--- config.mk ---
export PLATFORM = sky130hd
export DESIGN_NAME = codec_control
export DESIGN_NICKNAME = d
export VERILOG_FILES = /design/src/common/codec_ctrl_pkg.sv /design/src/common/slice_ring_if.sv /design/src/core/slice_ring.sv /design/src/core/codec_control.sv
export SDC_FILE = /design/constraint.sdc
export NUM_CORES = 1
export LEC_CHECK = 0
export BUFFER_PORTS_ARGS = -buffer_cell sky130_fd_sc_hd__buf_4
export CAP_MARGIN = 30
export CORE_ASPECT_RATIO = 1.4
export CORE_MARGIN = 10
export CORE_UTILIZATION = 44
export CTS_BUF_LIST = sky130_fd_sc_hd__clkbuf_4 sky130_fd_sc_hd__clkbuf_8
export DETAILED_ROUTE_END_ITERATION = 12
export PLACE_DENSITY = 0.62
export SLEW_MARGIN = 25
export SYNTH_ARGS = -nofsm -noshare
export SYNTH_HDL_FRONTEND = slang
export SYNTH_SLANG_ARGS = --single-unit
export TNS_END_PERCENT = 10
--- constraint.sdc ---
create_clock -name I_REF_CLK -period 5.79 [get_ports I_REF_CLK]
set_input_delay 0.2895 -clock I_REF_CLK [delete_from_list [all_inputs] [get_ports I_REF_CLK]]
set_output_delay 0.2895 -clock I_REF_CLK [all_outputs]
set_load 0.02 [all_outputs]
--- src/common/codec_ctrl_pkg.sv ---
// package: register indices, field positions, reset values and types of
// the codec control block.
// assumes APB byte address = 4 * register index, data in the low 16 bits.
package codec_ctrl_pkg;

  // register indices; byte address is four times the index
  localparam logic [15:0] IDX_HANDSHAKE  = 16'h0600; // isp_slice_handshake
  localparam logic [15:0] IDX_CONTROL    = 16'h0A00; // codec_control
  localparam logic [15:0] IDX_RESTART    = 16'h0A02; // restart_interval_setting
  localparam logic [15:0] IDX_IRQ_CTRL   = 16'h0A04; // codec_interrupt_control
  localparam logic [15:0] IDX_FIRE       = 16'h0AAE; // go / soft reset strobes
  localparam logic [15:0] IDX_STATUS     = 16'h0AB0; // engine status, read only
  localparam logic [15:0] IDX_RING_TOTAL = 16'h0B00; // ring size and fill

  // reset values
  localparam logic [15:0] RST_HANDSHAKE  = 16'h0000; // handshake reset
  localparam logic [15:0] RST_CONTROL    = 16'h0000; // control reset
  localparam logic [15:0] RST_RESTART    = 16'h0000; // restart count reset
  localparam logic [15:0] RST_IRQ_CTRL   = 16'h0000; // interrupt control reset
  localparam logic [7:0]  RST_RING_TOTAL = 8'h10;    // ring slots after reset

  // codec_control field positions
  localparam int BIT_CHROMA_LP = 13; // chroma_lowpass_on
  localparam int BIT_LUMA_LP   = 12; // luma_lowpass_on
  localparam int BIT_AC_PICK   = 11; // ac_huffman_table_pick
  localparam int BIT_DC_PICK   = 10; // dc_huffman_table_pick
  localparam int BIT_Q_PICK    = 9;  // quant_table_pick
  localparam int COMP_HI       = 8;  // decode_component_pick msb
  localparam int COMP_LO       = 7;  // decode_component_pick lsb
  localparam int BIT_SEPARATE  = 6;  // separate_component_decode
  localparam int BIT_DIRECT    = 5;  // direct_isp_source
  localparam int BIT_EDGE      = 4;  // edge_sharpen_on
  localparam int BIT_TRIG_SRC  = 3;  // encode_trigger_source
  localparam int FMT_HI        = 2;  // chroma_subsampling_format msb
  localparam int FMT_LO        = 1;  // chroma_subsampling_format lsb
  localparam int BIT_DIRECTION = 0;  // codec_direction

  // other field positions
  localparam int THR_HI        = 15; // slice_output_threshold msb
  localparam int THR_LO        = 8;  // slice_output_threshold lsb
  localparam int BIT_GO        = 8;  // codec_go
  localparam int BIT_SOFT_RST  = 0;  // engine_soft_reset
  localparam int STAT_HI       = 4;  // engine state code msb
  localparam int STAT_LO       = 1;  // engine state code lsb

  localparam logic DIR_ENCODE = 1'b0; // codec_direction encode
  localparam logic TRIG_ISP   = 1'b0; // encode_trigger_source isp

  // chroma subsampling formats
  typedef enum logic [1:0] {
    FMT_444 = 2'h0,
    FMT_422 = 2'h1,
    FMT_420 = 2'h2,
    FMT_411 = 2'h3
  } fmt_t;

  // engine sequencer states
  typedef enum logic [1:0] {
    ST_IDLE,
    ST_WAIT_ISP,
    ST_RUN
  } engine_state_t;

  // effective settings presented to the datapath
  typedef struct packed {
    logic       chroma_lp;  // chroma low-pass enable
    logic       luma_lp;    // luma low-pass enable
    logic       ac_pick;    // ac table, 1 = chrominance
    logic       dc_pick;    // dc table, 1 = chrominance
    logic       q_pick;     // quant table, 1 = chrominance
    logic [1:0] comp;       // component to decode
    logic       separate;   // non-interleaved decode
    logic       direct_isp; // encode source is isp buffer
    logic       edge_on;    // edge sharpening enable
    logic       hw_seq;     // hardware sequences the flow
    fmt_t       fmt;        // subsampling format
    logic       dir;        // 0 encode, 1 decode
  } cfg_t;

endpackage

--- src/common/slice_ring_if.sv ---
// interface: control side to slice ring counter.
// assumes one clock shared by both ends.
`timescale 1ns/1ps
interface slice_ring_if #(
  parameter int CNT_W = 8 // width of counts and pointers
) ();
  logic             wr;    // isp finished one slice
  logic             rd;    // codec consumed one slice
  logic             clr;   // empty the ring
  logic [CNT_W-1:0] total; // ring size in slices
  logic [CNT_W-1:0] thr;   // production threshold
  logic [CNT_W-1:0] count; // slices present
  logic [CNT_W-1:0] wptr;  // write pointer
  logic [CNT_W-1:0] rptr;  // read pointer
  logic             allow; // isp may produce another slice

  modport ctrl (output wr, rd, clr, total, thr, input count, wptr, rptr, allow);
  modport ring (input wr, rd, clr, total, thr, output count, wptr, rptr, allow);
endinterface

--- src/core/slice_ring.sv ---
// slice_ring: read/write pointers and fill count of the isp slice ring.
// assumes pulses on wr/rd are one cycle, same clock as the ring.
`timescale 1ns/1ps
module slice_ring
  import codec_ctrl_pkg::*;
#(
  parameter int CNT_W = 8 // width of counts and pointers
) (
  input wire logic  i_clk, // system clock
  input wire logic  i_rst, // synchronous reset, active high
  slice_ring_if.ring rif   // ring control and state
);

  // refuse widths the threshold field cannot serve
  if (CNT_W < 2 || CNT_W > 8) begin : g_chk
    $error("slice_ring: CNT_W must be 2..8");
  end

  logic [CNT_W-1:0] cnt_q, cnt_d; // slices present
  logic [CNT_W-1:0] wp_q, wp_d;   // write pointer
  logic [CNT_W-1:0] rp_q, rp_d;   // read pointer
  logic             full, empty;  // ring limits
  logic             push, pop;    // accepted moves

  // advance a pointer, wrapping at the ring size
  function automatic logic [CNT_W-1:0] wrap_inc(input logic [CNT_W-1:0] p,
                                                input logic [CNT_W-1:0] tot);
    logic [CNT_W:0] nx;
    nx = {1'b0, p} + (CNT_W+1)'(1);
    wrap_inc = (nx >= {1'b0, tot}) ? '0 : nx[CNT_W-1:0];
  endfunction

  // next pointers and count; full refuses writes, empty refuses reads
  always_comb begin
    full  = (cnt_q >= rif.total);
    empty = (cnt_q == '0);
    push  = rif.wr & ~full;
    pop   = rif.rd & ~empty;
    wp_d  = push ? wrap_inc(wp_q, rif.total) : wp_q;
    rp_d  = pop ? wrap_inc(rp_q, rif.total) : rp_q;
    cnt_d = cnt_q;
    if (push && !pop) begin
      cnt_d = cnt_q + CNT_W'(1);
    end else if (pop && !push) begin
      cnt_d = cnt_q - CNT_W'(1);
    end
    if (rif.clr) begin
      wp_d  = '0;
      rp_d  = '0;
      cnt_d = '0;
    end
  end

  // register ring state
  always_ff @(posedge i_clk) begin
    if (i_rst) begin
      cnt_q <= '0;
      wp_q  <= '0;
      rp_q  <= '0;
    end else begin
      cnt_q <= cnt_d;
      wp_q  <= wp_d;
      rp_q  <= rp_d;
    end
  end

  assign rif.count = cnt_q;
  assign rif.wptr  = wp_q;
  assign rif.rptr  = rp_q;
  // isp may produce while under threshold and ring not full
  assign rif.allow = (cnt_q < rif.thr) & ~full;
endmodule

--- src/core/codec_control.sv ---
// codec_control: apb register bank and sequencer of the image codec.
// assumes an apb master on I_REF_CLK; datapath and isp pulses same clock.
//
// Function
// - chroma low-pass only while bit 13 set
// - luma low-pass only while bit 12 set
// - separate decode: table picks, 0 luma, 1 chroma
// - separate decode component: 00 Y, 01 U, 10 V
// - decode interleaved at 0, separate at 1
// - encode source: sram at 0, isp buffer 1
// - edge enhancement only while bit 4 set
// - encode trigger: isp at 0, command 1
// - isp trigger: hardware sequences, else software
// - trigger source ignored while decoding
// - encode only 4:2:2, decode all four
// - direction bit: 0 encode, 1 decode
// - restart marker after each counted mcu interval
// - zero restart count inserts no marker
// - isp produces slices up to threshold
// - go bit starts selected operation
// - soft reset bit resets engine state
// - slice buffer is a pointer ring
//
// Added by the designer: the APB slave port.
`timescale 1ns/1ps
module codec_control
  import codec_ctrl_pkg::*;
#(
  parameter int CNT_W = 8 // slice ring count width
) (
  input  wire logic        I_REF_CLK,         // system clock, 250 MHz
  input  wire logic        I_SYS_RST,         // sync reset, active high
  input  wire logic        I_PSEL,            // apb select
  input  wire logic        I_PENABLE,         // apb access phase
  input  wire logic        I_PWRITE,          // apb write
  input  wire logic [15:0] I_PADDR,           // apb byte address
  input  wire logic [31:0] I_PWDATA,          // apb write data
  output logic      [31:0] O_PRDATA,          // apb read data
  output logic             O_PREADY,          // apb ready
  output logic             O_PSLVERR,         // apb error, unmapped
  input  wire logic        I_ISP_ENC_TRIG,    // isp encode trigger pulse
  input  wire logic        I_ENGINE_DONE,     // datapath finished pulse
  input  wire logic        I_MCU_DONE,        // one mcu encoded pulse
  input  wire logic        I_ISP_SLICE_WR,    // isp wrote one slice
  input  wire logic        I_ENC_SLICE_RD,    // codec read one slice
  output logic             O_ENGINE_START,    // start pulse to datapath
  output logic             O_ENGINE_BUSY,     // operation in progress
  output logic             O_ENGINE_SOFT_RST, // engine reset pulse
  output logic             O_RESTART_MARKER,  // insert marker pulse
  output logic             O_CHROMA_LP_ON,    // chroma low-pass enable
  output logic             O_LUMA_LP_ON,      // luma low-pass enable
  output logic             O_AC_TABLE_PICK,   // ac table chroma
  output logic             O_DC_TABLE_PICK,   // dc table chroma
  output logic             O_QUANT_TABLE_PICK,// quant table chroma
  output logic [1:0]       O_DECODE_COMP_PICK,// component to decode
  output logic             O_SEPARATE_DECODE, // non-interleaved decode
  output logic             O_DIRECT_ISP_SRC,  // encode from isp buffer
  output logic             O_EDGE_SHARPEN_ON, // edge enhancement enable
  output logic             O_HW_SEQUENCE,     // hardware runs the flow
  output logic [1:0]       O_SUBSAMPLING_FMT, // chroma format
  output logic             O_CODEC_DIRECTION, // 0 encode, 1 decode
  output logic             O_ISP_SLICE_ALLOW, // isp may produce a slice
  output logic [CNT_W-1:0] O_SLICE_COUNT      // slices in the ring
);

  if (CNT_W < 2 || CNT_W > 8) begin : g_chk
    $error("codec_control: CNT_W must be 2..8");
  end

  // byte address of a register index
  function automatic logic [15:0] reg_addr(input logic [15:0] idx);
    reg_addr = {idx[13:0], 2'b00};
  endfunction

  // state code shown in the status register
  function automatic logic [3:0] state_code(input engine_state_t s);
    case (s)
      ST_IDLE:     state_code = 4'h0;
      ST_WAIT_ISP: state_code = 4'h1;
      ST_RUN:      state_code = 4'h2;
      default:     state_code = 4'hF;
    endcase
  endfunction

  slice_ring_if #(.CNT_W(CNT_W)) ring_bus (); // ring connection

  // bus slave state
  logic [31:0] prdata_q, prdata_d;   // read data
  logic        pready_q, pready_d;   // ready, one wait state
  logic        pslverr_q, pslverr_d; // error for unmapped address
  logic        access;               // access phase seen
  logic        wr_en;                // write takes effect
  logic [31:0] rd_value;             // decoded read value
  logic        hit;                  // address maps to a register

  // register file
  logic [15:0]      hs_q, hs_d;       // isp_slice_handshake
  logic [15:0]      ctrl_q, ctrl_d;   // codec_control
  logic [15:0]      dri_q, dri_d;     // restart_interval_setting
  logic [15:0]      irqc_q, irqc_d;   // codec_interrupt_control
  logic [CNT_W-1:0] total_q, total_d; // ring_slice_total
  logic             go, srst;         // fire strobes

  // engine state
  engine_state_t state_q, state_d;    // sequencer
  logic          start_q, start_d;    // start pulse
  logic          srst_q;              // soft reset pulse
  logic [15:0]   mcu_q, mcu_d;        // mcus in current interval
  logic          marker_q, marker_d;  // restart marker pulse
  logic          enc, isp_trig;       // effective mode
  cfg_t          cfg_q, cfg_d;        // registered settings
  logic          allow_q;             // registered isp permission
  logic          busy_q;              // registered busy level

  // decode address and read value
  always_comb begin
    hit      = 1'b1;
    rd_value = 32'h00000000;
    if (I_PADDR == reg_addr(IDX_HANDSHAKE)) begin
      rd_value = {16'h0000, hs_q};
    end else if (I_PADDR == reg_addr(IDX_CONTROL)) begin
      rd_value = {16'h0000, ctrl_q};
    end else if (I_PADDR == reg_addr(IDX_RESTART)) begin
      rd_value = {16'h0000, dri_q};
    end else if (I_PADDR == reg_addr(IDX_IRQ_CTRL)) begin
      rd_value = {16'h0000, irqc_q};
    end else if (I_PADDR == reg_addr(IDX_FIRE)) begin
      rd_value = 32'h00000000; // strobes read as zero
    end else if (I_PADDR == reg_addr(IDX_STATUS)) begin
      rd_value[STAT_HI:STAT_LO]  = state_code(state_q);
      rd_value[BIT_DIRECTION]    = ctrl_q[BIT_DIRECTION];
    end else if (I_PADDR == reg_addr(IDX_RING_TOTAL)) begin
      rd_value[CNT_W-1:0]        = total_q;
      rd_value[8+CNT_W-1:8]      = ring_bus.count;
    end else begin
      hit = 1'b0; // unmapped
    end
  end

  // apb handshake: one wait state, data and error captured with ready
  always_comb begin
    access    = I_PSEL & I_PENABLE;
    wr_en     = access & pready_q & I_PWRITE;
    pready_d  = access & ~pready_q;
    prdata_d  = 32'h00000000;
    pslverr_d = 1'b0;
    if (access && !pready_q) begin
      prdata_d  = I_PWRITE ? 32'h00000000 : rd_value;
      pslverr_d = ~hit;
    end
  end

  // register writes and fire strobes
  always_comb begin
    hs_d    = hs_q;
    ctrl_d  = ctrl_q;
    dri_d   = dri_q;
    irqc_d  = irqc_q;
    total_d = total_q;
    go      = 1'b0;
    srst    = 1'b0;
    if (wr_en) begin
      if (I_PADDR == reg_addr(IDX_HANDSHAKE)) begin
        hs_d = I_PWDATA[15:0];
      end else if (I_PADDR == reg_addr(IDX_CONTROL)) begin
        ctrl_d = I_PWDATA[15:0];
      end else if (I_PADDR == reg_addr(IDX_RESTART)) begin
        dri_d = I_PWDATA[15:0];
      end else if (I_PADDR == reg_addr(IDX_IRQ_CTRL)) begin
        irqc_d = I_PWDATA[15:0];
      end else if (I_PADDR == reg_addr(IDX_FIRE)) begin
        go   = I_PWDATA[BIT_GO];
        srst = I_PWDATA[BIT_SOFT_RST];
      end else if (I_PADDR == reg_addr(IDX_RING_TOTAL)) begin
        total_d = I_PWDATA[CNT_W-1:0];
      end
    end
  end

  // register bus and register file
  always_ff @(posedge I_REF_CLK) begin
    if (I_SYS_RST) begin
      prdata_q  <= 32'h00000000;
      pready_q  <= 1'b0;
      pslverr_q <= 1'b0;
      hs_q      <= RST_HANDSHAKE;
      ctrl_q    <= RST_CONTROL;
      dri_q     <= RST_RESTART;
      irqc_q    <= RST_IRQ_CTRL;
      total_q   <= RST_RING_TOTAL[CNT_W-1:0];
    end else begin
      prdata_q  <= prdata_d;
      pready_q  <= pready_d;
      pslverr_q <= pslverr_d;
      hs_q      <= hs_d;
      ctrl_q    <= ctrl_d;
      dri_q     <= dri_d;
      irqc_q    <= irqc_d;
      total_q   <= total_d;
    end
  end

  // effective mode and settings, stale fields of the other mode masked
  always_comb begin
    enc      = (ctrl_q[BIT_DIRECTION] == DIR_ENCODE);
    isp_trig = enc & (ctrl_q[BIT_TRIG_SRC] == TRIG_ISP);
    cfg_d            = '0;
    cfg_d.dir        = ctrl_q[BIT_DIRECTION];
    cfg_d.chroma_lp  = ctrl_q[BIT_CHROMA_LP];
    cfg_d.luma_lp    = ctrl_q[BIT_LUMA_LP];
    cfg_d.edge_on    = ctrl_q[BIT_EDGE];
    cfg_d.separate   = ~enc & ctrl_q[BIT_SEPARATE];
    if (cfg_d.separate) begin
      cfg_d.ac_pick  = ctrl_q[BIT_AC_PICK];
      cfg_d.dc_pick  = ctrl_q[BIT_DC_PICK];
      cfg_d.q_pick   = ctrl_q[BIT_Q_PICK];
      cfg_d.comp     = ctrl_q[COMP_HI:COMP_LO];
    end
    cfg_d.direct_isp = enc & ctrl_q[BIT_DIRECT];
    cfg_d.hw_seq     = isp_trig;
    // encode runs 4:2:2 only; decode takes any of the four
    cfg_d.fmt = enc ? FMT_422 : fmt_t'(ctrl_q[FMT_HI:FMT_LO]);
  end

  // sequencer: go starts, isp trigger waits, soft reset aborts
  always_comb begin
    state_d = state_q;
    start_d = 1'b0;
    case (state_q)
      ST_IDLE: begin
        if (go) begin
          if (isp_trig) begin
            state_d = ST_WAIT_ISP;
          end else begin
            state_d = ST_RUN;
            start_d = 1'b1;
          end
        end
      end
      ST_WAIT_ISP: begin
        if (I_ISP_ENC_TRIG) begin
          state_d = ST_RUN;
          start_d = 1'b1;
        end
      end
      ST_RUN: begin
        if (I_ENGINE_DONE) begin
          state_d = ST_IDLE;
        end
      end
      default: state_d = ST_IDLE;
    endcase
    if (srst) begin
      state_d = ST_IDLE;
      start_d = 1'b0;
    end
  end

  // restart interval counter, encode only
  always_comb begin
    mcu_d    = mcu_q;
    marker_d = 1'b0;
    if (state_q == ST_RUN && enc && dri_q != 16'h0000 && I_MCU_DONE) begin
      if (mcu_q == dri_q - 16'h0001) begin
        mcu_d    = 16'h0000;
        marker_d = 1'b1;
      end else begin
        mcu_d = mcu_q + 16'h0001;
      end
    end
    if (srst || start_d) begin
      mcu_d    = 16'h0000;
      marker_d = 1'b0;
    end
  end

  // register engine state and output settings
  always_ff @(posedge I_REF_CLK) begin
    if (I_SYS_RST) begin
      state_q  <= ST_IDLE;
      start_q  <= 1'b0;
      srst_q   <= 1'b0;
      mcu_q    <= 16'h0000;
      marker_q <= 1'b0;
      cfg_q    <= '0;
      allow_q  <= 1'b0;
      busy_q   <= 1'b0;
    end else begin
      state_q  <= state_d;
      start_q  <= start_d;
      srst_q   <= srst;
      mcu_q    <= mcu_d;
      marker_q <= marker_d;
      cfg_q    <= cfg_d;
      allow_q  <= ring_bus.allow & ~srst;
      busy_q   <= (state_d != ST_IDLE);
    end
  end

  // ring follows isp writes and codec reads, emptied by soft reset or start
  assign ring_bus.wr    = I_ISP_SLICE_WR;
  assign ring_bus.rd    = I_ENC_SLICE_RD;
  assign ring_bus.clr   = srst | start_d;
  assign ring_bus.total = total_q;
  assign ring_bus.thr   = hs_q[THR_LO+CNT_W-1:THR_LO];

  slice_ring #(.CNT_W(CNT_W)) u_ring (
    .i_clk (I_REF_CLK),
    .i_rst (I_SYS_RST),
    .rif   (ring_bus)
  );

  assign O_PRDATA           = prdata_q;
  assign O_PREADY           = pready_q;
  assign O_PSLVERR          = pslverr_q;
  assign O_ENGINE_START     = start_q;
  assign O_ENGINE_BUSY      = busy_q;
  assign O_ENGINE_SOFT_RST  = srst_q;
  assign O_RESTART_MARKER   = marker_q;
  assign O_CHROMA_LP_ON     = cfg_q.chroma_lp;
  assign O_LUMA_LP_ON       = cfg_q.luma_lp;
  assign O_AC_TABLE_PICK    = cfg_q.ac_pick;
  assign O_DC_TABLE_PICK    = cfg_q.dc_pick;
  assign O_QUANT_TABLE_PICK = cfg_q.q_pick;
  assign O_DECODE_COMP_PICK = cfg_q.comp;
  assign O_SEPARATE_DECODE  = cfg_q.separate;
  assign O_DIRECT_ISP_SRC   = cfg_q.direct_isp;
  assign O_EDGE_SHARPEN_ON  = cfg_q.edge_on;
  assign O_HW_SEQUENCE      = cfg_q.hw_seq;
  assign O_SUBSAMPLING_FMT  = cfg_q.fmt;
  assign O_CODEC_DIRECTION  = cfg_q.dir;
  assign O_ISP_SLICE_ALLOW  = allow_q;
  assign O_SLICE_COUNT      = ring_bus.count;
endmodule

==> impl_metrics.ini <==
[outcome]
outcome = finished, final reports clean

[placed_design]
portBuffers = 86
place_hpwl_mm = 14.4
gp_congestion = 0.917

[timing]
hold_violations = 0
finalSetupViolations = 0
worstMarginPinSlew_ps = 875
skew_ps = 20.4
fin_setup_tns_ps = 0
holdWs_ps = 107
post-route-min-period_ps = 4190
final_max_slew_viol_count = 0
max_freq_mhz = 239
rsz0062_at_grt = no
period_share_pct = 72.4
slew_headroom_pct = 41.7

[synthesis]
synth_top_cell_by_area = dfxtp_1
synthFlopType = dfxtp_1
synth_cells = 766
yosysSeqAreaShare_pct = 41.2
synth_edf_count = 0
postSynthAreaPerCell_sq_um = 8.55
ys_ff_latch = 135
synth_async_sr_flop_share_pct = 0
synth.area.top_cells = dfxtp_1 (41%), nand2_1 (6.8%), a21oi_1 (5.9%)
synth_cell_types = 60
syn_area_sq_um = 6550
ys_warn_count = 0
yosysTopAreaCellShare_pct = 41.2

[global_route]
grt_pass1_wl_mm = 30.3
antenna_found_initial = 0
grt_pass1_vias = 5820
overflow = 0
grtUsageTotal_pct = 19.1
grt_max_degree = 84

[worst_setup_path]
startpoint = u_ring.rif.count[0]$_SDFFE_PP0P_
worstSetupEndpointType = register
critPathMaxFanout = 8
cp.required_ps = 6110
r2r-start = u_ring.rif.count[0]$_SDFFE_PP0P_
path_class = reg -> reg
ff2ff_setup_slack_ps = 1600
ff2ff_path_depth = 19
reg2reg_to = u_ring.rif.count[7]$_SDFFE_PP0P_
cp-endpoint = u_ring.rif.count[7]$_SDFFE_PP0P_
cp_data_arrival_time_ps = 4520
start_kind = register

[routing]
route.vias.total = 5766
viasPerCell = 5.57
ant_nets = 0
wl_mm = 19.4
topRoutingLayerUsed = met4
drc_errors = 0
wl_met2_mm = 10.3
wl_met1_mm = 7.37
met3WireLength_um = 958
drt_iter0_drc = 443
first_pass_iters = 7
post_drt_wl_per_cell_um = 18.7

[die]
num_rows = 52
initial_core_util_pct = 45.2
fp.dieW_um = 123
coreArea_sq_um = 14500
ioPinCount = 119
dieArea_sq_um = 20200
die_y_um = 164

[flow_run]
maxCapViolCount = 0

[clock_tree]
clock_latency_ps = 450
clk_path_buf_depth = 2
cts_made_buffers = 17
cts-resized-gates = 0
cts_setup_buffers = 0
clockRootBuffer = clkbuf_8
tritoncts = done
cts_max_level = 4
cts.sinks = 135
cts_hold_buf = 0
clkSlewWorstSetupHoldPaths_ps = 100

[power]
swShare_pct = 33.1
totalPowerFinal_uw = 2310
p_leak_uw = 0.00302
combPwrFrac_pct = 21.5
switchingPower_uw = 764
ir_drop_mv = 0.153
pwr-share-seq_pct = 43.6
intPower_uw = 1550
clockPowerShare_pct = 34.9
p_per_area_nw_per_um2 = 303

[finish]
drive_above_1_share_pct = 15.9
n_antenna_cell = 0
multi_input_area_sq_um = 3490
final_core_util_pct = 52.6
regArea_sq_um = 2700
nNetsFinal = 918
syn_to_final_growth_pct = 16.4
n_fill_cell = 1382

[worst_hold_path]
min_path_type = in -> reg
[critical path: stages, from the launching register on]
cell and delay [ps]:
dfxtp_1 570, inv_1 90, ha_1 300, nand2b_1 140, a21o_1 170, a21o_1 170, a211o_1 280, a21oi_1 130
o21ai_0 170, nor2_1 130, ha_1 200, inv_1 150, ha_1 310, a21o_1 190, a211oi_1 320, o21ai_0 170
and3_1 190, o21bai_1 170, xor2_1 160, nor2_1 50
[power by group through the flow]
stage	registers, uW	clock network [uW]	logic (uW)
final	1010	807	497
after global routing	1010	868	564
after CTS	1010	820	499
after detailed placement	1030	0	495
after global placement	1030	0	482
after floorplan	1030	0	346
[per-layer routing]
metal | vias to the layer above | GRT usage (%)
li1 | 2766 | -
met1 | 2739 | 20.1
met2 | 211 | 34.4
met3 | 50 | 4.00
met4 | 0 | 10.3
met5 | - | 0
[placed cells by master (no fill, tap or decap), types with 4 or more instances in the layout]
| cell | n |
|---|---|
| buf_4 | 88 |
| nand3b_1 | 5 |
| or4_1 | 8 |
| conb_1 | 16 |
| nor2_1 | 80 |
| a22oi_1 | 13 |
| and2_1 | 5 |
| o21ai_0 | 8 |
| a31oi_1 | 4 |
| and3_1 | 15 |
| inv_6 | 4 |
| inv_8 | 7 |
| dfxtp_1 | 135 |
| nand3_1 | 11 |
| xnor2_1 | 28 |
| nor2b_1 | 5 |
| mux2i_1 | 26 |
| inv_1 | 27 |
| a222oi_1 | 17 |
| nand2b_1 | 4 |
| nor3b_1 | 5 |
| nor4_1 | 5 |
| ha_1 | 25 |
| nor3_1 | 11 |
| nand2_1 | 118 |
| xor2_1 | 18 |
| nand4_1 | 8 |
| a21o_1 | 9 |
| clkbuf_8 | 17 |
| a21oi_1 | 77 |
[worst min path at each step]
stage                             from                             end  slack [ps]  depth (start not counted)
6_report                  I_PWDATA[15]           hs_q[15]$_SDFFE_PP0P_         110                          3
3_3_place_gp    irqc_q[0]$_SDFFE_PP0P_          irqc_q[0]$_SDFFE_PP0P_         440                          2
2_1_floorplan                I_SYS_RST             O_PREADY$_SDFF_PP0_         390                          1
4_1_cts                   I_PWDATA[15]           hs_q[15]$_SDFFE_PP0P_          90                          3
3_5_place_dp   irqc_q[14]$_SDFFE_PP0P_         irqc_q[14]$_SDFFE_PP0P_         450                          2
5_1_grt                    I_PWDATA[4]  ring_bus.total[4]$_SDFFE_PP1P_          80                          2
[cell families (layout without fill, tap and decap cells)]
logic type               count (synthesis)  in the layout  share of synthesized area [%]
AND/OR/NAND/NOR                        300            300                           22.2
AO/OA/AOI/OAI                          148            148                           14.6
flip-flops                             135            135                           41.2
buffers and inverters                   83            149                           6.51
XOR/XNOR                                46             46                           6.15
multiplexers                            27             27                           4.14
adder cells (fa/ha/maj)                 26             26                           5.08
other                                    1             16                         0.0572
[cell type report]
cell class	instances	area share, %
Multi-Input combinational cell	563	45.8
Sequential cell	135	35.4
Timing Repair Buffer	90	8.96
Tap cell	189	3.10
Clock buffer	17	3.07
Clock inverter	15	2.30
Inverter	27	1.33
[sequential cells by signal, indices dropped and copies added, names as in the netlist, 2 cells and up]
register	count
u_ring.rif.count	8
O_DECODE_COMP_PICK	2
state_q	2
O_SUBSAMPLING_FMT	2
O_PRDATA	16
irqc_q	16
ctrl_q	16
ring_bus.total	8
hs_q	16
mcu_q	16
dri_q	16
[stage by stage]
| step | std cells | area [sq um] | worst slack (ps) |
|---|---|---|---|
| 2_1_floorplan | 781 | 6610 | 2070 |
| 3_3_place_gp | 1002 | 7190 | 1750 |
| 3_5_place_dp | 1004 | 7220 | 1630 |
| 4_1_cts | 1036 | 7630 | 1580 |
| 5_1_grt | 1036 | 7630 | 1230 |
| 6_report | 1036 | 7630 | 1600 |
[synth_stat cells (2+ instances only)]
| master | n |
|---|---|
| a211o_1 | 2 |
| a21o_1 | 9 |
| a21oi_1 | 77 |
| a221oi_1 | 2 |
| a222oi_1 | 17 |
| a22o_1 | 3 |
| a22oi_1 | 13 |
| a31oi_1 | 4 |
| and2_1 | 5 |
| and3_1 | 15 |
| buf_2 | 7 |
| buf_4 | 23 |
| clkbuf_1 | 22 |
| dfxtp_1 | 135 |
| ha_1 | 25 |
| inv_1 | 27 |
| mux2i_1 | 26 |
| nand2_1 | 118 |
| nand2b_1 | 4 |
| nand3_1 | 11 |
| nand3b_1 | 5 |
| nand4_1 | 8 |
| nand4b_1 | 3 |
| nor2_1 | 80 |
| nor2b_1 | 5 |
| nor3_1 | 11 |
| nor3_2 | 2 |
| nor3b_1 | 5 |
| nor4_1 | 5 |
| nor4b_1 | 3 |
| o2111ai_1 | 3 |
| o21ai_0 | 8 |
| o21bai_1 | 3 |
| or2_2 | 2 |
| or3b_1 | 2 |
| or4_1 | 8 |
| xnor2_1 | 28 |
| xor2_1 | 18 |
Note: power is estimated with default switching activity, not from simulation.
